## config.mk

```make
export PLATFORM = sky130hd
export DESIGN_NAME = dcr_top
export DESIGN_NICKNAME = d
export VERILOG_FILES = /design/src/pkg/dcr_pkg.sv /design/src/rtl/dcr_top.sv
export SDC_FILE = /design/constraint.sdc
export NUM_CORES = 1
export LEC_CHECK = 0
export ABC_AREA = 1
export BUFFER_PORTS_ARGS = -buffer_cell sky130_fd_sc_hd__buf_2
export CORE_UTILIZATION = 60
export CTS_BUF_LIST = sky130_fd_sc_hd__clkbuf_4
export CTS_CLUSTER_DIAMETER = 40
export DETAILED_ROUTE_END_ITERATION = 6
export PLACE_DENSITY = 0.79
export RECOVER_POWER = 25
export SKIP_CTS_REPAIR_TIMING = 1
export SLEW_MARGIN = 25
export SYNTH_ARGS = -nofsm -noshare
export SYNTH_HDL_FRONTEND = slang
export SYNTH_SLANG_ARGS = --single-unit
```

## constraint.sdc

```tcl
create_clock -name coreClk -period 2.99 [get_ports coreClk]
set_input_delay 0.7475 -clock coreClk [delete_from_list [all_inputs] [get_ports coreClk]]
set_output_delay 0.7475 -clock coreClk [all_outputs]
set_load 0.02 [all_outputs]
```

## src/pkg/dcr_pkg.sv

```systemverilog
// Shared constants for the decompressor record output control block
package dcr_pkg;
  // Register byte offsets
  localparam logic [7:0] ADDR_CTRL = 8'h00;
  localparam logic [7:0] ADDR_CTRL_PRE = 8'h04;
  localparam logic [7:0] ADDR_CFG = 8'h08;
  localparam logic [7:0] ADDR_STATUS = 8'h0C;
  localparam logic [7:0] ADDR_IRQ_STAT = 8'h10;
  localparam logic [7:0] ADDR_IRQ_MASK = 8'h14;
  localparam logic [7:0] ADDR_LEN_LOW = 8'h18;
  localparam logic [7:0] ADDR_LEN_TOP = 8'h1C;
  localparam logic [7:0] ADDR_PATTERN = 8'h20;
  localparam logic [7:0] ADDR_PORT_CTL = 8'h24;
  localparam logic [7:0] ADDR_LEN_CNT = 8'h28;
  // Control fields
  localparam int CTRL_W = 5;
  localparam int C_EN = 0;
  localparam int C_PASS = 1;
  localparam int C_PREC = 2;
  localparam int C_PXFER = 3;
  localparam int C_BLANK = 4;
  localparam logic [4:0] CTRL_RST = 5'h00;
  // Configuration fields
  localparam int G_VIDEO = 0;
  localparam int G_WIDE = 1;
  localparam logic [1:0] CFG_RST = 2'h2;
  // Interrupt status bits
  localparam int IRQ_W = 5;
  localparam int I_REC = 0;
  localparam int I_XFER = 1;
  localparam int I_LEN = 2;
  localparam int I_OVF = 3;
  localparam int I_UNF = 4;
  localparam logic [4:0] MASK_RST = 5'h1F;
  localparam logic [4:0] W1C_BITS = 5'h17;
  // Port control bits
  localparam int P_INRST = 0;
  localparam int P_OUTRST = 1;
  localparam logic [1:0] PORT_RST = 2'h0;
  // Record length
  localparam logic [23:0] LEN_LOW_RST = 24'hFF_FFFF;
  localparam logic [7:0] LEN_TOP_RST = 8'hFF;
  localparam logic [31:0] LEN_ONE = 32'h0000_0001;
  // Output byte queue and word packing
  localparam logic [4:0] FIFO_DEPTH = 5'h10;
  localparam logic [2:0] BPW_WIDE = 3'h4;
  localparam logic [2:0] BPW_NARROW = 3'h2;
endpackage : dcr_pkg

```

## src/rtl/dcr_top.sv

```systemverilog
// Record-level output control around the decompression engine
//
// The implementer's own choices: the AHB-Lite slave port and the placing of the registers.
`timescale 1ns/1ps
// Contract
// - After end-of-record in input, drop rest of that word; next word starts new record.
// - Count programmed length down; flag length error on early or missing end-of-record.
// - Zero-fill the last word port word per bus width; never pad video bytes.
// - Video byte moves on each edge where request and acknowledge are both low.
// - Video port drops padding and drives record-end strobe low on last byte.
// - Video transfer-end strobe low when end-of-record leaves and count is zero.
// - Video mode uses 16-byte output queue, no thresholds, no word port access.
// - When enabled, engine pulls input and decompresses or passes it unchanged.
// - Keep dictionary on enable toggle; clear it when pass-through changes.
// - Pause on record or transfer end stops input and clears enable.
// - Engine empty flag stays clear while any byte remains inside.
// - Control writes during a record are held and applied at record end.
// - Lower length bytes prearm; top byte write loads counter at once.
// - Five status bits, mask of one suppresses, low interrupt when any unmasked.
// - Post record done as end word leaves; transfer done when count hits zero.
// - Input overflow bit clears only by input queue reset.
// - Output underflow on empty read; cleared by writing one.
// - Blank bit emits pattern record then clears at its end.
// - Test pin high floats every output; low restores normal drive.
module dcr_top (
  input wire logic coreClk, // System clock
  input wire logic srst, // Synchronous reset, active high
  input wire logic hsel, // AHB select
  input wire logic [31:0] haddr, // AHB address
  input wire logic [1:0] htrans, // AHB transfer type
  input wire logic hwrite, // AHB write
  input wire logic [2:0] hsize, // AHB size, word only
  input wire logic [31:0] hwdata, // AHB write data
  input wire logic hready, // AHB bus ready
  output logic [31:0] hrdata, // AHB read data
  output logic hreadyout, // AHB slave ready
  output logic hresp, // AHB response, always OKAY
  input wire logic [31:0] inWord, // Input queue head word
  input wire logic inWordValid, // Input queue not empty
  output logic inWordReady, // Input word taken
  input wire logic inQueueOverflow, // Input queue overflow pulse
  output logic inQueueReset, // Input queue reset level
  output logic [7:0] engInByte, // Byte to engine
  output logic engInValid, // Byte to engine valid
  input wire logic engInReady, // Engine takes byte
  input wire logic engEorSeen, // End mark decoded with taken byte
  input wire logic [7:0] engOutByte, // Decoded byte
  input wire logic engOutValid, // Decoded byte valid
  input wire logic engOutEor, // Decoded byte ends record
  output logic engOutReady, // Room for decoded byte
  input wire logic engIdle, // Engine holds no bytes
  output logic engDictClear, // Dictionary clear pulse
  output logic [31:0] outWord, // Word port data
  output logic outWordValid, // Word port data ready
  output logic outWordEor, // Word holds end of record
  input wire logic outWordStrobe, // Word port read strobe
  output logic [7:0] videoByteOut, // Video byte
  output logic videoByteRequestN, // Video byte valid, low
  input wire logic videoByteAckN, // Video acknowledge, low
  output logic videoRecordEndN, // Last byte of record, low
  output logic videoTransferEndN, // Last byte of transfer, low
  output logic irqOutN, // Interrupt, low
  input wire logic outputFloatPin, // Test float request
  output logic outputDriveEn // Drive enable for all output pins
);

  function automatic logic [2:0] bytesPerWord(input logic wide);
    bytesPerWord = wide ? dcr_pkg::BPW_WIDE : dcr_pkg::BPW_NARROW;
  endfunction : bytesPerWord

  logic [4:0] ctrl_r, ctrlPre_r, ctrl_nxt, ctrlPre_nxt;
  logic ctrlPend_r, ctrlPend_nxt;
  logic [1:0] cfg_r, portCtl_r;
  logic [7:0] pattern_r, lenTop_r;
  logic [23:0] lenLow_r;
  logic [31:0] lenCnt_r;
  logic [4:0] mask_r, irqStat_r;
  logic recBusy_r;
  logic wrPend_r;
  logic [7:0] wrAddr_r;
  logic [31:0] rdData;
  logic [31:0] uWord_r;
  logic [2:0] uLeft_r, uLeftAfter, uLeft_nxt;
  logic [7:0] fData_r [16];
  logic fLast_r [16];
  logic fXfer_r [16];
  logic [3:0] wp_r, rp_r;
  logic [4:0] fcnt_r, fcnt_nxt;
  logic [1:0] pkIdx_r;
  logic vidLast_r, vidXfer_r, outXfer_r;

  wire logic videoEn = cfg_r[dcr_pkg::G_VIDEO];
  wire logic [2:0] bpw = bytesPerWord(cfg_r[dcr_pkg::G_WIDE]);
  wire logic inRst = portCtl_r[dcr_pkg::P_INRST];
  wire logic outRst = portCtl_r[dcr_pkg::P_OUTRST];

  // Bus write decode, applied in the data phase
  wire logic wCtrl = wrPend_r && wrAddr_r == dcr_pkg::ADDR_CTRL;
  wire logic wCtrlPre = wrPend_r && wrAddr_r == dcr_pkg::ADDR_CTRL_PRE;
  wire logic wCfg = wrPend_r && wrAddr_r == dcr_pkg::ADDR_CFG;
  wire logic wStat = wrPend_r && wrAddr_r == dcr_pkg::ADDR_IRQ_STAT;
  wire logic wMask = wrPend_r && wrAddr_r == dcr_pkg::ADDR_IRQ_MASK;
  wire logic wLenLow = wrPend_r && wrAddr_r == dcr_pkg::ADDR_LEN_LOW;
  wire logic wLenTop = wrPend_r && wrAddr_r == dcr_pkg::ADDR_LEN_TOP;
  wire logic wPat = wrPend_r && wrAddr_r == dcr_pkg::ADDR_PATTERN;
  wire logic wPort = wrPend_r && wrAddr_r == dcr_pkg::ADDR_PORT_CTL;

  // Input side
  wire logic run = ctrl_r[dcr_pkg::C_EN] & ~ctrl_r[dcr_pkg::C_BLANK] & ~inRst;
  wire logic pass = ctrl_r[dcr_pkg::C_PASS];
  wire logic lenOne = lenCnt_r == dcr_pkg::LEN_ONE;
  wire logic fifoRoom = fcnt_r < dcr_pkg::FIFO_DEPTH & ~outRst;
  wire logic pTake = pass & run & (uLeft_r != 3'h0) & fifoRoom;
  wire logic dTake = engInValid & engInReady;
  wire logic consume = pTake | dTake;
  wire logic inLast = (dTake & engEorSeen) | (pTake & lenOne);
  wire logic load = inWordReady & inWordValid;

  // Output source selection
  wire logic blankOn = ctrl_r[dcr_pkg::C_BLANK] & ctrl_r[dcr_pkg::C_EN];
  wire logic dPush = engOutValid & engOutReady & ~outRst;
  wire logic push = blankOn ? fifoRoom : (pTake | dPush);
  wire logic [7:0] srcByte = blankOn ? pattern_r : (pTake ? uWord_r[7:0] : engOutByte);
  wire logic srcLast = (blankOn | pTake) ? lenOne : engOutEor;
  wire logic srcXfer = srcLast & lenOne;
  wire logic recEnd = push & srcLast;
  wire logic xferEnd = recEnd & lenOne;
  // Length mismatch: end mark with count left, or count expiring on a plain byte
  wire logic lenErr = dPush & (lenCnt_r != 32'h0000_0000) & (engOutEor != lenOne);

  // Drain side
  wire logic fNotEmpty = fcnt_r != 5'h00;
  wire logic vidFire = ~videoByteRequestN & ~videoByteAckN;
  wire logic vidLoad = videoEn & fNotEmpty & ~outRst & (videoByteRequestN | vidFire);
  wire logic packLoad = ~videoEn & fNotEmpty & ~outRst & ~outWordValid;
  wire logic pop = vidLoad | packLoad;
  wire logic strobeOk = outWordStrobe & outWordValid & ~videoEn;
  wire logic underflow = outWordStrobe & ~outWordValid & ~videoEn;
  wire logic packFull = fLast_r[rp_r] | ({1'b0, pkIdx_r} == bpw - 3'h1);

  wire logic engEmpty = engIdle & (uLeft_r == 3'h0) & ~fNotEmpty & videoByteRequestN
    & ~outWordValid & (pkIdx_r == 2'h0);

  // AHB-Lite slave: zero wait states, read data registered in the address phase
  always_ff @(posedge coreClk)
  begin
    if (srst)
    begin
      wrPend_r <= 1'b0;
      wrAddr_r <= 8'h00;
      hrdata <= 32'h0000_0000;
      hreadyout <= 1'b0;
      hresp <= 1'b0;
    end
    else
    begin
      hreadyout <= 1'b1;
      hresp <= 1'b0;
      wrPend_r <= hsel & htrans[1] & hready & hwrite;
      wrAddr_r <= haddr[7:0];
      if (hsel & htrans[1] & hready & ~hwrite)
        hrdata <= rdData;
    end
  end

  always_comb
  begin
    rdData = 32'h0000_0000;
    if (haddr[31:8] == 24'h00_0000)
    begin
      case (haddr[7:0])
        dcr_pkg::ADDR_CTRL: rdData[4:0] = ctrl_r;
        dcr_pkg::ADDR_CTRL_PRE: rdData[4:0] = ctrlPre_r;
        dcr_pkg::ADDR_CFG: rdData[1:0] = cfg_r;
        dcr_pkg::ADDR_STATUS: rdData[2:0] = {ctrlPend_r, recBusy_r, engEmpty};
        dcr_pkg::ADDR_IRQ_STAT: rdData[4:0] = irqStat_r;
        dcr_pkg::ADDR_IRQ_MASK: rdData[4:0] = mask_r;
        dcr_pkg::ADDR_LEN_LOW: rdData[23:0] = lenLow_r;
        dcr_pkg::ADDR_LEN_TOP: rdData[7:0] = lenTop_r;
        dcr_pkg::ADDR_PATTERN: rdData[7:0] = pattern_r;
        dcr_pkg::ADDR_PORT_CTL: rdData[1:0] = portCtl_r;
        dcr_pkg::ADDR_LEN_CNT: rdData = lenCnt_r;
        default: rdData = 32'h0000_0000;
      endcase
    end
  end

  // Control with prearm shadow
  always_comb
  begin
    ctrl_nxt = ctrl_r;
    ctrlPre_nxt = ctrlPre_r;
    ctrlPend_nxt = ctrlPend_r;
    if (wCtrl & ~recBusy_r)
      ctrl_nxt = hwdata[dcr_pkg::CTRL_W-1:0];
    if ((wCtrl & recBusy_r) | wCtrlPre)
    begin
      ctrlPre_nxt = hwdata[dcr_pkg::CTRL_W-1:0];
      ctrlPend_nxt = 1'b1;
    end
    if (recEnd)
    begin
      if (ctrlPend_nxt)
      begin
        ctrl_nxt = ctrlPre_nxt;
        ctrlPend_nxt = 1'b0;
      end
      else
        ctrl_nxt[dcr_pkg::C_BLANK] = 1'b0;
    end
    // Pause wins over a prearmed enable so the host sees the stop
    if (inLast & ctrl_r[dcr_pkg::C_PREC])
      ctrl_nxt[dcr_pkg::C_EN] = 1'b0;
    if (xferEnd & ctrl_r[dcr_pkg::C_PXFER])
      ctrl_nxt[dcr_pkg::C_EN] = 1'b0;
  end

  always_ff @(posedge coreClk)
  begin
    if (srst)
    begin
      ctrl_r <= dcr_pkg::CTRL_RST;
      ctrlPre_r <= dcr_pkg::CTRL_RST;
      ctrlPend_r <= 1'b0;
      engDictClear <= 1'b0;
      recBusy_r <= 1'b0;
    end
    else
    begin
      ctrl_r <= ctrl_nxt;
      ctrlPre_r <= ctrlPre_nxt;
      ctrlPend_r <= ctrlPend_nxt;
      // Enable toggles leave the dictionary alone
      engDictClear <= ctrl_nxt[dcr_pkg::C_PASS] != ctrl_r[dcr_pkg::C_PASS];
      // The last byte must not re-arm busy, or later control writes stay shadowed
      recBusy_r <= (recBusy_r & ~recEnd) | (consume & ~inLast) | (push & ~srcLast);
    end
  end

  // Plain configuration registers
  always_ff @(posedge coreClk)
  begin
    if (srst)
    begin
      cfg_r <= dcr_pkg::CFG_RST;
      pattern_r <= 8'h00;
      mask_r <= dcr_pkg::MASK_RST;
      portCtl_r <= dcr_pkg::PORT_RST;
    end
    else
    begin
      if (wCfg)
        cfg_r <= hwdata[1:0];
      if (wPat)
        pattern_r <= hwdata[7:0];
      if (wMask)
        mask_r <= hwdata[dcr_pkg::IRQ_W-1:0];
      if (wPort)
        portCtl_r <= hwdata[1:0];
    end
  end

  // Record length: low bytes held for the next reload, top byte loads at once
  always_ff @(posedge coreClk)
  begin
    if (srst)
    begin
      lenLow_r <= dcr_pkg::LEN_LOW_RST;
      lenTop_r <= dcr_pkg::LEN_TOP_RST;
      lenCnt_r <= {dcr_pkg::LEN_TOP_RST, dcr_pkg::LEN_LOW_RST};
    end
    else
    begin
      if (wLenLow)
        lenLow_r <= hwdata[23:0];
      if (wLenTop)
        lenTop_r <= hwdata[7:0];
      if (wLenTop)
        lenCnt_r <= {hwdata[7:0], lenLow_r};
      else if (recEnd)
        lenCnt_r <= {lenTop_r, lenLow_r};
      else if (push & (lenCnt_r != 32'h0000_0000))
        lenCnt_r <= lenCnt_r - dcr_pkg::LEN_ONE;
    end
  end

  // Input word unpacker
  always_comb
  begin
    uLeftAfter = uLeft_r;
    if (consume)
      uLeftAfter = inLast ? 3'h0 : uLeft_r - 3'h1;
    uLeft_nxt = load ? bpw : uLeftAfter;
  end

  always_ff @(posedge coreClk)
  begin
    if (srst | inRst)
    begin
      uWord_r <= 32'h0000_0000;
      uLeft_r <= 3'h0;
      inWordReady <= 1'b0;
      engInValid <= 1'b0;
    end
    else
    begin
      if (load)
        uWord_r <= inWord;
      else if (consume)
        uWord_r <= {8'h00, uWord_r[31:8]};
      uLeft_r <= uLeft_nxt;
      inWordReady <= (uLeft_nxt == 3'h0) & ctrl_nxt[dcr_pkg::C_EN] & ~ctrl_nxt[dcr_pkg::C_BLANK];
      engInValid <= (uLeft_nxt != 3'h0) & ctrl_nxt[dcr_pkg::C_EN]
        & ~ctrl_nxt[dcr_pkg::C_PASS] & ~ctrl_nxt[dcr_pkg::C_BLANK];
    end
  end

  assign engInByte = uWord_r[7:0];
  assign inQueueReset = portCtl_r[dcr_pkg::P_INRST];

  // Output byte queue, 16 entries, each with record and transfer end marks
  always_comb
  begin
    fcnt_nxt = fcnt_r + {4'h0, push} - {4'h0, pop};
    if (outRst)
      fcnt_nxt = 5'h00;
  end

  always_ff @(posedge coreClk)
  begin
    if (srst | outRst)
    begin
      wp_r <= 4'h0;
      rp_r <= 4'h0;
      fcnt_r <= 5'h00;
      engOutReady <= 1'b0;
    end
    else
    begin
      if (push)
        wp_r <= wp_r + 4'h1;
      if (pop)
        rp_r <= rp_r + 4'h1;
      fcnt_r <= fcnt_nxt;
      engOutReady <= (fcnt_nxt < dcr_pkg::FIFO_DEPTH) & ~ctrl_nxt[dcr_pkg::C_PASS]
        & ~ctrl_nxt[dcr_pkg::C_BLANK];
    end
  end

  always_ff @(posedge coreClk)
  begin
    if (push)
    begin
      fData_r[wp_r] <= srcByte;
      fLast_r[wp_r] <= srcLast;
      fXfer_r[wp_r] <= srcXfer;
    end
  end

  // Video port: only real bytes enter the queue, so no padding can appear
  always_ff @(posedge coreClk)
  begin
    if (srst | outRst | ~videoEn)
    begin
      videoByteRequestN <= 1'b1;
      videoByteOut <= 8'h00;
      vidLast_r <= 1'b0;
      vidXfer_r <= 1'b0;
      videoRecordEndN <= 1'b1;
      videoTransferEndN <= 1'b1;
    end
    else if (vidLoad)
    begin
      videoByteRequestN <= 1'b0;
      videoByteOut <= fData_r[rp_r];
      vidLast_r <= fLast_r[rp_r];
      vidXfer_r <= fXfer_r[rp_r];
      videoRecordEndN <= ~fLast_r[rp_r];
      videoTransferEndN <= ~fXfer_r[rp_r];
    end
    else if (vidFire)
    begin
      videoByteRequestN <= 1'b1;
      vidLast_r <= 1'b0;
      vidXfer_r <= 1'b0;
      videoRecordEndN <= 1'b1;
      videoTransferEndN <= 1'b1;
    end
  end

  // Word packer: a fresh word starts at zero, so a short last word is zero padded
  always_ff @(posedge coreClk)
  begin
    if (srst | outRst)
    begin
      outWord <= 32'h0000_0000;
      outWordValid <= 1'b0;
      outWordEor <= 1'b0;
      outXfer_r <= 1'b0;
      pkIdx_r <= 2'h0;
    end
    else if (packLoad)
    begin
      outWord <= ((pkIdx_r == 2'h0) ? 32'h0000_0000 : outWord)
        | ({24'h00_0000, fData_r[rp_r]} << {pkIdx_r, 3'b000});
      if (packFull)
      begin
        outWordValid <= 1'b1;
        outWordEor <= fLast_r[rp_r];
        outXfer_r <= fXfer_r[rp_r];
        pkIdx_r <= 2'h0;
      end
      else
        pkIdx_r <= pkIdx_r + 2'h1;
    end
    else if (strobeOk)
    begin
      outWordValid <= 1'b0;
      outWordEor <= 1'b0;
      outXfer_r <= 1'b0;
    end
  end

  // Interrupt status: a new event in the clearing cycle is kept
  logic [4:0] irqSet, irqClr;
  always_comb
  begin
    irqSet = 5'h00;
    irqSet[dcr_pkg::I_REC] = (strobeOk & outWordEor) | (vidFire & vidLast_r);
    irqSet[dcr_pkg::I_XFER] = (strobeOk & outXfer_r) | (vidFire & vidXfer_r);
    irqSet[dcr_pkg::I_LEN] = lenErr;
    irqSet[dcr_pkg::I_OVF] = inQueueOverflow;
    irqSet[dcr_pkg::I_UNF] = underflow;
    irqClr = wStat ? (hwdata[4:0] & dcr_pkg::W1C_BITS) : 5'h00;
    irqClr[dcr_pkg::I_OVF] = inRst;
  end

  always_ff @(posedge coreClk)
  begin
    if (srst)
    begin
      irqStat_r <= 5'h00;
      irqOutN <= 1'b1;
      outputDriveEn <= 1'b0;
    end
    else
    begin
      irqStat_r <= (irqStat_r & ~irqClr) | irqSet;
      irqOutN <= ~|(irqStat_r & ~mask_r);
      outputDriveEn <= ~outputFloatPin;
    end
  end

endmodule : dcr_top

```

==> summary.txt <==
Outcome
  – Status: completed

Clocking
  – CTS tree: done
  – CTS Buffer Depth: 3
  – Clock tree root driver cell: clkbuf_4
  – Clk sink count: 408
  – CTS H-Tree Depth: 3
  – Cts bufs inserted: 100
  – Worst-skew pair later-pin latency: around 0.76 ns
  – Clock slew at reported path FFs: around 0.06 ns

Routing
  – # DRC: 0
  – DR vias: between 15000 and 20000
  – Drt pass-1 iters: 7
  – Met2 WL post-DR: around 24 mm
  – Routed Antenna Nets: 0
  – 1st-iter DRT viols: 1517
  – Met1 WL: 19.84 mm
  – DR top layer: met4
  – Met3 wire len: roughly 3.8 mm
  – Wirelength per Cell: approximately 17 um
  – Detailed Route WL: 49.34 mm
  – Via-to-Cell Ratio: about 5.6

Critical path
  – Crit end category: flip-flop
  – Worst Setup EP: lenCnt_r[27]$_SDFFE_PP1P_
  – Worst R2R Start: uLeft_r[0]$_SDFF_PP0_
  – Worst-path fanout max: 17
  – CP Data Arrival Time: approximately 3.3 ns
  – CP required: around 3.6 ns
  – R2r setup slk: 0.25 ns
  – RR Endpoint: lenCnt_r[27]$_SDFFE_PP1P_
  – Worst Reg2Reg Path Length in Cells: 17
  – Crit path kind: flip-flop to flip-flop
  – CP Launch Point: uLeft_r[0]$_SDFF_PP0_
  – Worst setup SP type: flip-flop

Synth
  – Syn avg cell area: approximately 8.1 um2
  – Yosys top cell area share: 0.2719
  – Synth area leader: dfxtp_1
  – Cell variety after synth: 45
  – Ys flop type: dfxtp_1
  – Synth async-reset ratio: 0
  – Syn_nets: approximately 2400
  – Post-Syn Area: 18260 um2
  – Top cells by area, synth: dfxtp_1 27%, edfxtp_1 26%, nand2_1 12%
  – Synth Register Bits: approximately 400
  – Yosys warning count: 0
  – Register area share after synthesis: 0.5351
  – Number of synthesized flops with an enable pin: between 150 and 200
  – Gate Count Post-Synth: ~2200

GRT
  – Vias in the first global route: roughly 16000
  – GRT overflow: 0
  – Total GRT Usage: 0.3167
  – Maximum number of pins on one net before global-route repair: 72
  – First-pass GRT wire length: around 78 mm
  – Initial antenna violation count: 2

Floorplanning
  – Die W: 176.4 um
  – Die height: between 150 and 200 um
  – Std cell rows: between 60 and 70
  – Full die area: just over 30000 um2
  – Core Box Area: just under 30000 um2
  – Initial core utilization: 0.6127
  – Total I/O pin count: 218

Cells and area
  – Most frequent cells in the layout: 566 x nand2_1, 246 x dfxtp_1, 225 x nor2_1, 216 x inv_1, 208 x nand3_1
  – Commonest non-fill, non-tap cell in the layout: nand2_1
  – Layout cells sized above 1: 0.1742
  – Multi-input logic area: between 7000 and 8000 um2
  – Sequential cell area: 9774 um2
  – Layout Nets: 2657
  – Layout fillers: roughly 2400
  – Layout area overhead: 15.69%

STA
  – Maximum clock frequency: 0.3652 GHz
  – Clock Skew: about 0.054 ns
  – Final setup vio count: 0
  – Setup_tns: 0 ns
  – RSZ-0062 raised after global routing: false
  – Slew @ Worst Pin: around 1.5 ns
  – Final Hold Fails: 0
  – Slew HR: 0.008397
  – Period minus WS final: roughly 2.7 ns
  – Final Max Tran Viols: 0
  – Fin crit share: 0.9158

Placed design
  – Post-DP HPWL: 34.42 mm
  – I/O Buffers: between 200 and 250
  – Routability congestion estimate: roughly 0.94

Power
  – VDD IR max: approximately 0.36 mV
  – PD cells: between 600 and 700 nW/um2
  – Leak: 9.063 nW
  – Pwr Total: 14.73 mW

Min path
  – HP Class: primary input to flip-flop
  – Min-Delay Startpoint: outputFloatPin

Flow run
  – Max-cap viol count: 0
-- critical path: stages, from the launching register on --
cell      delay [ns]
dfxtp_1         0.31
inv_1           0.07
ha_1            0.15
ha_1            0.16
inv_1           0.05
nand3_1         0.07
nor2_2          0.06
buf_4           0.17
o21ai_1         0.16
o21ai_2         0.10
buf_4           0.17
nand2_4         0.19
nand2_4         0.17
nor2_2          0.14
buf_4           0.24
clkinv_2        0.19
nand2_1         0.11
nand3_1         0.08
-- through the flow --
step                      setup slack [ns]  instance area, um2  hold WS (ns)    util  std cells
after floorplan                     0.2719               18260        0.4399       -       2246
after global placement             0.08725               19830        0.4503  0.6655       2799
after detailed placement           0.03858               19830        0.4541  0.6655       2799
after CTS                          0.02016               21090        0.1151  0.7079       2968
after global routing              0.004048               21120        0.1378  0.7088       2975
final                               0.2517               21120        0.1618  0.7088       2975
-- Yosys cell counts, drive strengths merged (3+ instances only) --
library cell / n
clkbuf: 71
edfxtp: 160
nand3b: 3
o211ai: 62
buf: 39
dfxtp: 248
nand4: 18
a21oi: 151
nor2: 232
xor2: 10
clkinv: 7
inv: 218
ha: 16
o22ai: 6
o21ai: 115
a31oi: 33
mux2i: 7
nand2: 575
xnor2: 9
a311oi: 18
nand3: 210
nor3: 24
-- how the worst min path moves through the flow --
stage	slack [ns]	depth (start not counted)	end
after global routing	0.14	2	outputDriveEn$_SDFF_PP0_
after floorplan	0.44	2	vidLast_r$_SDFFE_PP0P_
final	0.16	2	outputDriveEn$_SDFF_PP0_
after CTS	0.12	2	outputDriveEn$_SDFF_PP0_
after detailed placement	0.45	2	outWord[29]$_SDFFE_PP0P_
after global placement	0.45	2	outWord[11]$_SDFFE_PP0P_
-- layout make-up --
type	instances	share of cell area
Clock buffer	141	0.05012
Tap cell	390	0.02310
Inverter	225	0.04005
Timing Repair Buffer	278	0.07453
Multi-Input combinational cell	1503	0.3396
Sequential cell	408	0.4628
Clock inverter	28	0.009597
Antenna cell	2	0.0002370
-- routing by layer --
layer,global-route usage,vias up
met5,0,-
met4,0.1552,0
met3,0.04608,136
met2,0.5379,771
met1,0.3954,7682
li1,-,8067
-- flip-flops by register name, indices dropped and copies added (netlist names), 3 cells and up, named ones only --
signal and count:
ctrlPre_r 5, ctrl_r 5, fData_r 128, fLast_r 16
fXfer_r 16, fcnt_r 5, hrdata 32, irqStat_r 5
lenCnt_r 32, lenLow_r 24, lenTop_r 8, mask_r 5
outWord 32, pattern_r 8, rp_r 4, uLeft_r 3
uWord_r 32, videoByteOut 8, wp_r 4, wrAddr_r 8
-- kinds of logic (layout without fill, tap and decap cells) --
logic type	count (synthesis)	after routing	share of synthesized area
adder cells (fa/ha/maj)	17	17	0.01206
other	1	3	0.0002054
flip-flops	408	408	0.5351
multiplexers	7	7	0.003838
AND/OR/NAND/NOR	1068	1068	0.2434
AO/OA/AOI/OAI	391	391	0.1232
XOR/XNOR	19	19	0.009115
buffers and inverters	335	672	0.07306
-- where the power goes --
part / internal (mW) / leakage, nW / switching [mW]
logic: 1.26 / 4.88 / 2.29
clock network: 2.42 / 0.736 / 2.23
registers: 6.09 / 3.44 / 0.433
Power figures use the tool's default switching activity.
